$ cat config.mk
export PLATFORM = sky130hd
export DESIGN_NAME = pfm_pin_mux
export DESIGN_NICKNAME = d
export VERILOG_FILES = /design/src/rtl/pfm_pkg.sv /design/src/rtl/pfm_pin_mux.sv /design/src/rtl/pfm_pin_sync.sv
export SDC_FILE = /design/constraint.sdc
export NUM_CORES = 1
export LEC_CHECK = 0
export BUFFER_PORTS_ARGS = -buffer_cell sky130_fd_sc_hd__buf_2
export CAP_MARGIN = 30
export CORE_UTILIZATION = 40
export CTS_BUF_LIST = sky130_fd_sc_hd__clkbuf_8 sky130_fd_sc_hd__clkbuf_16
export DETAILED_ROUTE_END_ITERATION = 10
export GPL_TIMING_DRIVEN = 0
export PLACE_DENSITY_LB_ADDON = 0.25
export SLEW_MARGIN = 25
export SYNTH_ARGS = -nofsm -noshare
export SYNTH_HDL_FRONTEND = slang
export SYNTH_SLANG_ARGS = --single-unit
$ cat constraint.sdc
create_clock -name clk -period 1.7 [get_ports clk]
set_clock_uncertainty 0.05 [all_clocks]
set_input_delay 0.255 -clock clk [delete_from_list [all_inputs] [get_ports clk]]
set_output_delay 0.255 -clock clk [all_outputs]
set_load 0.005 [all_outputs]
$ cat src/rtl/pfm_pkg.sv
package pfm_pkg;
	// ***********************************************************************
	// Configuration bit positions.
	// ***********************************************************************
	localparam int PORTD_PER_CAN_TX_BIT = 0;
	localparam int PORTD_PER_CAN_RX_BIT = 1;
	localparam int PSEL_CAN_TX_BIT = 4;
	localparam int PSEL_CAN_RX_BIT = 5;
	localparam int PORTD_PU_DSEL_BIT = 9;
	localparam int PORTD_PU_SELTWO_BIT = 0;
	localparam int PORTD_PU_SELTHREE_BIT = 1;
	localparam int PORTE_PU_TX_BIT = 0;
	localparam int PORTE_PU_RX_BIT = 1;
	localparam int PORT_WIDTH = 16;
	localparam int PSEL_WIDTH = 16;
	localparam int SYNC_STAGES = 3;
	// ***********************************************************************
	// Values after reset.
	// ***********************************************************************
	localparam logic [15:0] PORTD_PER_RESET = 16'h0000;
	localparam logic [15:0] PSEL_RESET = 16'h0000;
	localparam logic [15:0] PULLUP_RESET = 16'hffff;
	localparam logic [1:0] CS_PROG_REGION_RESET = 2'h0;
	localparam logic BUS_DRIVE_RESET = 1'b0;
	localparam logic [1:0] PORTE_SERIAL_RESET = 2'h3;
endpackage

$ cat src/rtl/pfm_pin_mux.sv
`timescale 1ns/1ps
// How it works
// - Data select pin goes low during every external data-memory access, high otherwise.
// - Chip select one comes out of reset acting as the data-memory select.
// - Idle bus: select pins float or stay driven per the bus drive bit.
// - Chip selects two and three assert for programmed external memory regions.
// - Each general-purpose pin has its own direction bit.
// - CAN transmit pin resets as GPIO; enable bit 0 then select bit 4.
// - CAN receive pin resets as GPIO; enable bit 1 then select bit 5.
// - Port D pull-up bits 9, 0, 1 clear to drop select pin pull-ups.
// - Port E pull-up bits 0, 1 clear to drop serial pin pull-ups.
// - Serial zero pins default to serial function after reset.
module pfm_pin_mux (
	// Clock and reset.
	input wire logic clk,
	input wire logic rst_b,
	// External-memory interface side.
	input wire logic extDataAccess,
	input wire logic extBusActive,
	input wire logic [1:0] csRegionHit,
	input wire logic [1:0] csProgramEnable,
	input wire logic busDriveControl,
	// Configuration bits.
	input wire logic [15:0] portDPeripheralEnable,
	input wire logic [15:0] peripheralSelect,
	input wire logic [15:0] portDPullupEnable,
	input wire logic [15:0] portEPullupEnable,
	input wire logic [1:0] portESerialDisable,
	// General-purpose port data and direction.
	input wire logic [2:0] portDOut,
	input wire logic [2:0] portDDir,
	output logic [2:0] portDIn,
	input wire logic [1:0] portEOut,
	input wire logic [1:0] portEDir,
	output logic [1:0] portEIn,
	// Peripheral side.
	input wire logic canTx,
	output logic canRx,
	input wire logic serialTx,
	output logic serialRx,
	// Port D pins nine, zero, one.
	input wire logic [2:0] portDPinIn,
	output logic [2:0] portDPinOut,
	output logic [2:0] portDPinOe,
	output logic [2:0] portDPinPullup,
	// Port E pins zero, one.
	input wire logic [1:0] portEPinIn,
	output logic [1:0] portEPinOut,
	output logic [1:0] portEPinOe,
	output logic [1:0] portEPinPullup
);
	logic [4:0] pinLevel;
	logic canTxSel_r;
	logic canRxSel_r;
	logic [1:0] serialSel_r;
	logic [2:0] dOut_r;
	logic [2:0] dOe_r;
	logic [1:0] eOut_r;
	logic [1:0] eOe_r;
	logic [2:0] dPu_r;
	logic [1:0] ePu_r;
	logic dataSel;
	logic [1:0] csSel;
	logic selDrive;

	pfm_pin_sync #(
		.WIDTH(5)
	) u_sync (
		.clk(clk),
		.rst_b(rst_b),
		.pinIn({portEPinIn, portDPinIn}),
		.pinLevel(pinLevel)
	);

	// ***********************************************************************
	// Function routing.
	// ***********************************************************************
	always_ff @(posedge clk or negedge rst_b)
	begin
		if (!rst_b)
		begin
			canTxSel_r <= 1'b0;
			canRxSel_r <= 1'b0;
			serialSel_r <= pfm_pkg::PORTE_SERIAL_RESET;
		end
		else
		begin
			canTxSel_r <= portDPeripheralEnable[pfm_pkg::PORTD_PER_CAN_TX_BIT]
				& peripheralSelect[pfm_pkg::PSEL_CAN_TX_BIT];
			canRxSel_r <= portDPeripheralEnable[pfm_pkg::PORTD_PER_CAN_RX_BIT]
				& peripheralSelect[pfm_pkg::PSEL_CAN_RX_BIT];
			serialSel_r <= ~portESerialDisable;
		end
	end

	// ***********************************************************************
	// Select generation.
	// ***********************************************************************
	always_comb
	begin
		dataSel = ~extDataAccess;
		csSel[0] = selectLevel(csRegionHit[0], csProgramEnable[0]);
		csSel[1] = selectLevel(csRegionHit[1], csProgramEnable[1]);
		selDrive = extBusActive | busDriveControl;
	end

	// ***********************************************************************
	// Chip-select level, low while its programmed region is hit.
	// ***********************************************************************
	function automatic logic selectLevel(input logic hit, input logic enabled);
		return ~(hit & enabled);
	endfunction

	// ***********************************************************************
	// Port D pin drivers, registered; all off in reset.
	// ***********************************************************************
	always_ff @(posedge clk or negedge rst_b)
	begin
		if (!rst_b)
		begin
			dOut_r <= 3'h7;
			dOe_r <= 3'h0;
		end
		else
		begin
			dOut_r[0] <= dataSel;
			dOe_r[0] <= selDrive;
			if (canTxSel_r)
			begin
				dOut_r[1] <= 1'b0;
				dOe_r[1] <= ~canTx;
			end
			else if (!csProgramEnable[0])
			begin
				dOut_r[1] <= portDOut[1];
				dOe_r[1] <= portDDir[1];
			end
			else
			begin
				dOut_r[1] <= csSel[0];
				dOe_r[1] <= selDrive;
			end
			if (canRxSel_r)
			begin
				dOut_r[2] <= 1'b1;
				dOe_r[2] <= 1'b0;
			end
			else if (!csProgramEnable[1])
			begin
				dOut_r[2] <= portDOut[2];
				dOe_r[2] <= portDDir[2];
			end
			else
			begin
				dOut_r[2] <= csSel[1];
				dOe_r[2] <= selDrive;
			end
		end
	end

	// ***********************************************************************
	// Port E pin drivers, registered; all off in reset.
	// ***********************************************************************
	always_ff @(posedge clk or negedge rst_b)
	begin
		if (!rst_b)
		begin
			eOut_r <= 2'h3;
			eOe_r <= 2'h0;
		end
		else
		begin
			eOut_r[0] <= serialSel_r[0] ? serialTx : portEOut[0];
			eOe_r[0] <= serialSel_r[0] ? 1'b1 : portEDir[0];
			eOut_r[1] <= portEOut[1];
			eOe_r[1] <= serialSel_r[1] ? 1'b0 : portEDir[1];
		end
	end

	// ***********************************************************************
	// Pull-ups, all on in reset.
	// ***********************************************************************
	always_ff @(posedge clk or negedge rst_b)
	begin
		if (!rst_b)
		begin
			dPu_r <= 3'h7;
			ePu_r <= 2'h3;
		end
		else
		begin
			dPu_r <= {portDPullupEnable[pfm_pkg::PORTD_PU_SELTHREE_BIT],
				portDPullupEnable[pfm_pkg::PORTD_PU_SELTWO_BIT],
				portDPullupEnable[pfm_pkg::PORTD_PU_DSEL_BIT]};
			ePu_r <= {portEPullupEnable[pfm_pkg::PORTE_PU_RX_BIT],
				portEPullupEnable[pfm_pkg::PORTE_PU_TX_BIT]};
		end
	end

	// ***********************************************************************
	// Inputs back to port and peripherals.
	// ***********************************************************************
	always_ff @(posedge clk or negedge rst_b)
	begin
		if (!rst_b)
		begin
			portDIn <= 3'h7;
			portEIn <= 2'h3;
			canRx <= 1'b1;
			serialRx <= 1'b1;
		end
		else
		begin
			portDIn <= pinLevel[2:0];
			portEIn <= pinLevel[4:3];
			canRx <= canRxSel_r ? pinLevel[2] : 1'b1;
			serialRx <= serialSel_r[1] ? pinLevel[4] : 1'b1;
		end
	end

	assign portDPinOut = dOut_r;
	assign portDPinOe = dOe_r;
	assign portDPinPullup = dPu_r;
	assign portEPinOut = eOut_r;
	assign portEPinOe = eOe_r;
	assign portEPinPullup = ePu_r;
endmodule

$ cat src/rtl/pfm_pin_sync.sv
`timescale 1ns/1ps
module pfm_pin_sync #(
	parameter int WIDTH = 1
) (
	// Clock and reset.
	input wire logic clk,
	input wire logic rst_b,
	// Pins in and settled levels out.
	input wire logic [WIDTH-1:0] pinIn,
	output logic [WIDTH-1:0] pinLevel
);
	logic [WIDTH-1:0] s1_r;
	logic [WIDTH-1:0] s2_r;
	logic [WIDTH-1:0] s3_r;

	// ***********************************************************************
	// Three stages; a change counts once stages two and three agree.
	// ***********************************************************************
	always_ff @(posedge clk or negedge rst_b)
	begin
		if (!rst_b)
		begin
			s1_r <= '1;
			s2_r <= '1;
			s3_r <= '1;
		end
		else
		begin
			s1_r <= pinIn;
			s2_r <= s1_r;
			s3_r <= s2_r;
		end
	end

	always_ff @(posedge clk or negedge rst_b)
	begin
		if (!rst_b)
			pinLevel <= '1;
		else
			for (int i = 0; i < WIDTH; i++)
				if (s2_r[i] == s3_r[i])
					pinLevel[i] <= s3_r[i];
	end
endmodule

# Word level (Yosys, flattened, before mapping)
# Cells that the tools add are included.
# Widths: inputs -> output; s select.
[classes]
n_eq_ne = 5
muxes = 13
n_bitwise = 10
[ops]
columns = ["operator", "n"]
rows = [
  ["$mux 1", 13],
  ["$eq 1x1->1", 5],
  ["$and 1x1->1", 4],
  ["$not 1->1", 4],
  ["$not 2->2", 1],
  ["$or 1x1->1", 1],
]
[totals]
regBits = 46
word_cells = 49

# Longest topological paths before layout
[logic_depth]
depth_word = 4
ltp_mapped = 2

# Hierarchy
# Synthesis repeated with hierarchy kept, for this count alone.
[hier_totals]
hier_cells = 75
hier_area_um2 = 1395.1
[by_module_without_submodules]
columns = ["mod", "instances", "cells_per_inst", "area_each_um2"]
rows = [
  ["pfm_pin_mux", 1, 50, 813.3],
  ["pfm_pin_sync", 1, 25, 581.8],
]

# Worst setup path before layout
# OpenSTA, ideal clock, no wires.
[synth_path]
kind = "register to register"
startpoint = "register serialSel_r[0]"
endpoint = "register eOut_r[0] (netlist: portEPinOut[0])"
setup_time_ns = 0.082
arrival_time_ns = 0.816
required_ns = 1.568
slack_ns = 0.752
stages_incl_launch_ff = 2
n_path_buf = 0
synth_period_minus_slack_ns = 0.948
cell_sequence = "dfstp_2 > mux2_2"
[synth_via]
elab_chain_cells = 1
[synth_lines]
columns = ["element", "line", "source"]
rows = [
  ["from (decl)", "pfm_pin_mux.sv:55", "logic [1:0] serialSel_r;"],
  ["from (signal assigned)", "pfm_pin_mux.sv:84", "serialSel_r <= pfm_pkg::PORTE_SERIAL_RESET;"],
  ["from (signal assigned)", "pfm_pin_mux.sv:92", "serialSel_r <= ~portESerialDisable;"],
  ["$mux 1", "pfm_pin_mux.sv:173", "eOut_r[0] <= serialSel_r[0] ? serialTx : portEOut[0];"],
  ["to (signal assigned)", "pfm_pin_mux.sv:173", ""],
  ["to (decl)", "pfm_pin_mux.sv:58", "logic [1:0] eOut_r;"],
]
# Every way passes these cells.
# A chain may end at the register's enable or synchronous reset.

# Worst setup path in the final report
[layout_path]
startpoint = "register dOut_r[1] (netlist: portDPinOut[1])"
endpoint = "output portDPinOut[1]"
[layout_rtl]
columns = ["element", "line", "source"]
rows = [
  ["from (decl)", "pfm_pin_mux.sv:56", "logic [2:0] dOut_r;"],
  ["from (signal assigned)", "pfm_pin_mux.sv:135", "dOut_r[1] <= portDOut[1];"],
  ["from (signal assigned)", "pfm_pin_mux.sv:140", "dOut_r[1] <= csSel[0];"],
  ["to (decl)", "pfm_pin_mux.sv:43", "output logic [2:0] portDPinOut,"],
]
# No word-level cell between the ends.

==> results.md <==
- Run status: complete, no violations
- Overall power consumption: 2.29 mW
- Final max-slew violation count: 0
- Post-synthesis xor/xnor area fraction: 0%
- Cell-by-cell trace of the critical path: buf_2
- Die Footprint: 3710 sq um
- Reg2Reg Launch Point: serialSel_r[0]
- Root Buffer Master: sky130_fd_sc_hd__clkbuf_8
- Std-Cell Core Area: 3340 sq um
- Proportion of netlist area held by the largest area contributor: 73.8%
- Number of buffers and inverters on the critical path: 1
- First-pass GRT wire length: 3170 um
- Dpl hpwl: 1380 um
- Capturing element type of the critical path: output pin
- Initial Utilization: 41.6%
- Clock-pin slew of the registers on the worst-case setup and hold paths: 80 ps
- Sinks on the clock net: 46
- Share of synthesized cell area in and, or, nand and nor gates: 5.41%
- Total length of routed wires: 2090 um
- Multiplexer area fraction after synthesis: 0.811%
- # diodes: 0
- Stage delay of the slowest cell on the critical path: 530 ps
- Count of state elements after synthesis: 46
- Top area cells in the synthesized netlist: sky130_fd_sc_hd__dfstp_2 74%, sky130_fd_sc_hd__dfrtp_1 13%, sky130_fd_sc_hd__maj3_1 3.6%
- Area after DPL: 1730 sq um
- Number of design rule violations left after detail routing: 0
- Dpl ws: 591 ps
- Worst reg2reg path endpoint: portEPinOut[0]
- Mean number of vias per cell: 4.21
- Source of the critical timing path: portDPinOut[1]
- Initial antenna violation count: 0
- Cell Rows: 21
- Die X: 60.9 um
- Post-route minimum period: 1220 ps
- Post-synth top area cell: sky130_fd_sc_hd__dfstp_2
- Commonest cells in the synthesized netlist: 39 x sky130_fd_sc_hd__dfstp_2, 7 x sky130_fd_sc_hd__dfrtp_1, 5 x sky130_fd_sc_hd__inv_1, 5 x sky130_fd_sc_hd__maj3_1, 4 x sky130_fd_sc_hd__nand2b_1
- Unrepaired setup endpoints after global routing: false
- Via count of the first global-routing pass: 795
- Post-Route Utilization: 60.1%
- Cell class contributing the biggest share of worst-path delay: flip-flops
- Worst-path maximum fanout: 1
- Total vias in the final route: 838
- Number of enable flip-flop cells after synthesis: 0
- Critical path class: flip-flop to output pin
- Post-Synthesis Mean Instance Area: 18.5 sq um
- Required time at the endpoint of the critical path: 1390 ps
- Clk Latency, worst-skew pair: 290 ps
- Actual transition at the worst max-transition pin: 520 ps
- Clock tree from TritonCTS: yes
- Power density over the cells: 1140 nW/um^2
- Leakage dissipation: 0.914 nW
- Highest-delay cell along the critical path: sky130_fd_sc_hd__dfstp_2
- Total of buffers placed on input and output ports: 56
- Seq pwr share: 53.9%
- Post-route setup TNS: 0 ps
- Destination of the critical timing path: portDPinOut[1]
- Max VDD drop: 597 uV
- Buffers from clock root to sink, at most: 2
- Number of failing setup endpoints in the final timing report: 0
- Type of the most critical hold path: primary input to flip-flop
- Layout-stage area growth over the synthesis result: 44.5%
- Routed wire per std cell: 10.5 um
- Remaining antenna violation count after routing: 0
- Hold Slack: 24.0 ps
- Length of the first detailed-routing pass in iterations: 6
- Count of distinct cell types in the synthesized netlist: 18
- Largest net degree at the start of global routing: 47
- Final worst-path setup slack: 477 ps
- Congestion Overflow GR: 0
- Achievable Freq: 0.818 GHz
- # IOs: 114
- NumNets Final: 244
- Arithmetic-cell share of the synthesized area counting full adders, half adders and majority gates: 3.60%
- Synth warn: 0
- Maxcap violations: 0
- Switching share of power: 18.3%
- Proportion of synthesized flip-flops having asynchronous set or reset: 100%
- Most used standard cell by instance count after synthesis: sky130_fd_sc_hd__dfstp_2
- Comb pwr share: 7.0%
- H-tree levels: 2
- Cts bufs inserted: 5
- Final critical-path share of the clock period: 71.9%
- Switching pwr: 420 uW
- R2r worst-path depth: 1
- Post-route non-filler standard cell count: 199
- Fraction of the mapped netlist area in compound gates: 2.43%
- Mapped Cells: 75
- Post-CTS resize count: 0
- Chip height: 60.9 um
- Cell area after synthesis: 1390 sq um
- Total stage count of the critical path: 1
- Net count after synthesis: 167
- Proportion of layout cells with a drive suffix above 1: 68.6%
- Drt initial violations: 37
- Sequential cell area fraction in the yosys report: 86.4%
- Combinational family with the most area after synthesis: simple AND/OR/NAND/NOR gates
- Worst max-slew margin expressed relative to the limit: 65.3%
- GRT Total Usage: 12.7%
- Worst EP arrival: 920 ps
- Reg-to-reg setup timing slack: 730 ps
- Global placement routability congestion: 0.621
- Post-route cell area: 2010 sq um
- CP startpoint kind: flip-flop
- Final hold vios: 0
- Most used flip-flop cell after synthesis: sky130_fd_sc_hd__dfstp_2
- Design internal power: 1.87 mW
- Cell total after placement: 177
- Clock power share: 39.1%
-- cell families after synthesis --
family                     Yosys count
muxes                                1
DFF                                 46
adders and majority gates            5
buffers and inverters                5
and+or+nand+nor                     13
AOI/OAI and AO/OA                    5
-- flip-flops by register name, indices dropped and copies added, names as in the netlist --
register	flops
u_sync.pinLevel	5
u_sync.s1_r	5
u_sync.s2_r	5
u_sync.s3_r	5
portDIn	3
portDPinOe	3
portDPinOut	3
portDPinPullup	3
portEIn	2
portEPinOe	2
portEPinOut	2
portEPinPullup	2
serialSel_r	2
canRx	1
canRxSel_r	1
canTxSel_r	1
serialRx	1
-- cell type report --
cell class / instances / area [sq um]
Clock buffer: 7 / 108
Clock inverter: 1 / 30.0
Fill cell: 287 / 1330
Inverter: 5 / 18.8
Multi-Input combinational cell: 24 / 170
Sequential cell: 46 / 1200
Tap cell: 46 / 57.6
Timing Repair Buffer: 70 / 423
-- routing by layer --
layer / track usage (%) / up-vias / part of all wire (%)
met2: 21.5 / 32 / 54
met4: 7.79 / 0 / 2.1
met3: 5.97 / 5 / 6.6
li1: - / 388 / -
met5: 0 / - / 0
met1: 12.7 / 413 / 37
-- how the worst min path moves through the flow --
| stage | start | end | slack [ps] | depth (start not counted) |
|---|---|---|---|---|
| finish | portESerialDisable[1] | serialSel_r[1] | 20 | 2 |
| detailed placement | u_sync.s1_r[1] | u_sync.s2_r[1] | 300 | 0 |
| CTS | portEPinIn[1] | u_sync.s1_r[4] | 4 | 1 |
| floorplan | rst_b | canRxSel_r | -90 | 0 |
| global placement | u_sync.s1_r[0] | u_sync.s2_r[0] | 300 | 0 |
| global route | portESerialDisable[1] | serialSel_r[1] | 10 | 2 |
-- power groups by stage --
stage	clock [mW]	sequential (mW)	combinational, mW
floorplan	0	1.26	0.0313
global placement	0	1.25	0.132
detailed placement	0	1.26	0.137
CTS	0.932	1.24	0.158
global route	0.979	1.25	0.182
finish	0.897	1.24	0.160
-- repair_timing --
item	in CTS	in global routing
hold buffers	11	3
endpoints found under the hold margin	11	9
setup endpoints to repair	0	0
buffers inserted	0	0
-- layout by cell type, fill, tap and decap left out, types with 2 or more instances in the layout --
cell type	count
sky130_fd_sc_hd__and2_1	2
sky130_fd_sc_hd__buf_2	55
sky130_fd_sc_hd__clkbuf_8	6
sky130_fd_sc_hd__dfrtp_1	7
sky130_fd_sc_hd__dfstp_2	39
sky130_fd_sc_hd__dlygate4sd3_1	14
sky130_fd_sc_hd__inv_1	5
sky130_fd_sc_hd__maj3_1	5
sky130_fd_sc_hd__nand2b_1	4
sky130_fd_sc_hd__nor2_1	2
(Power assumes the default switching activity.)
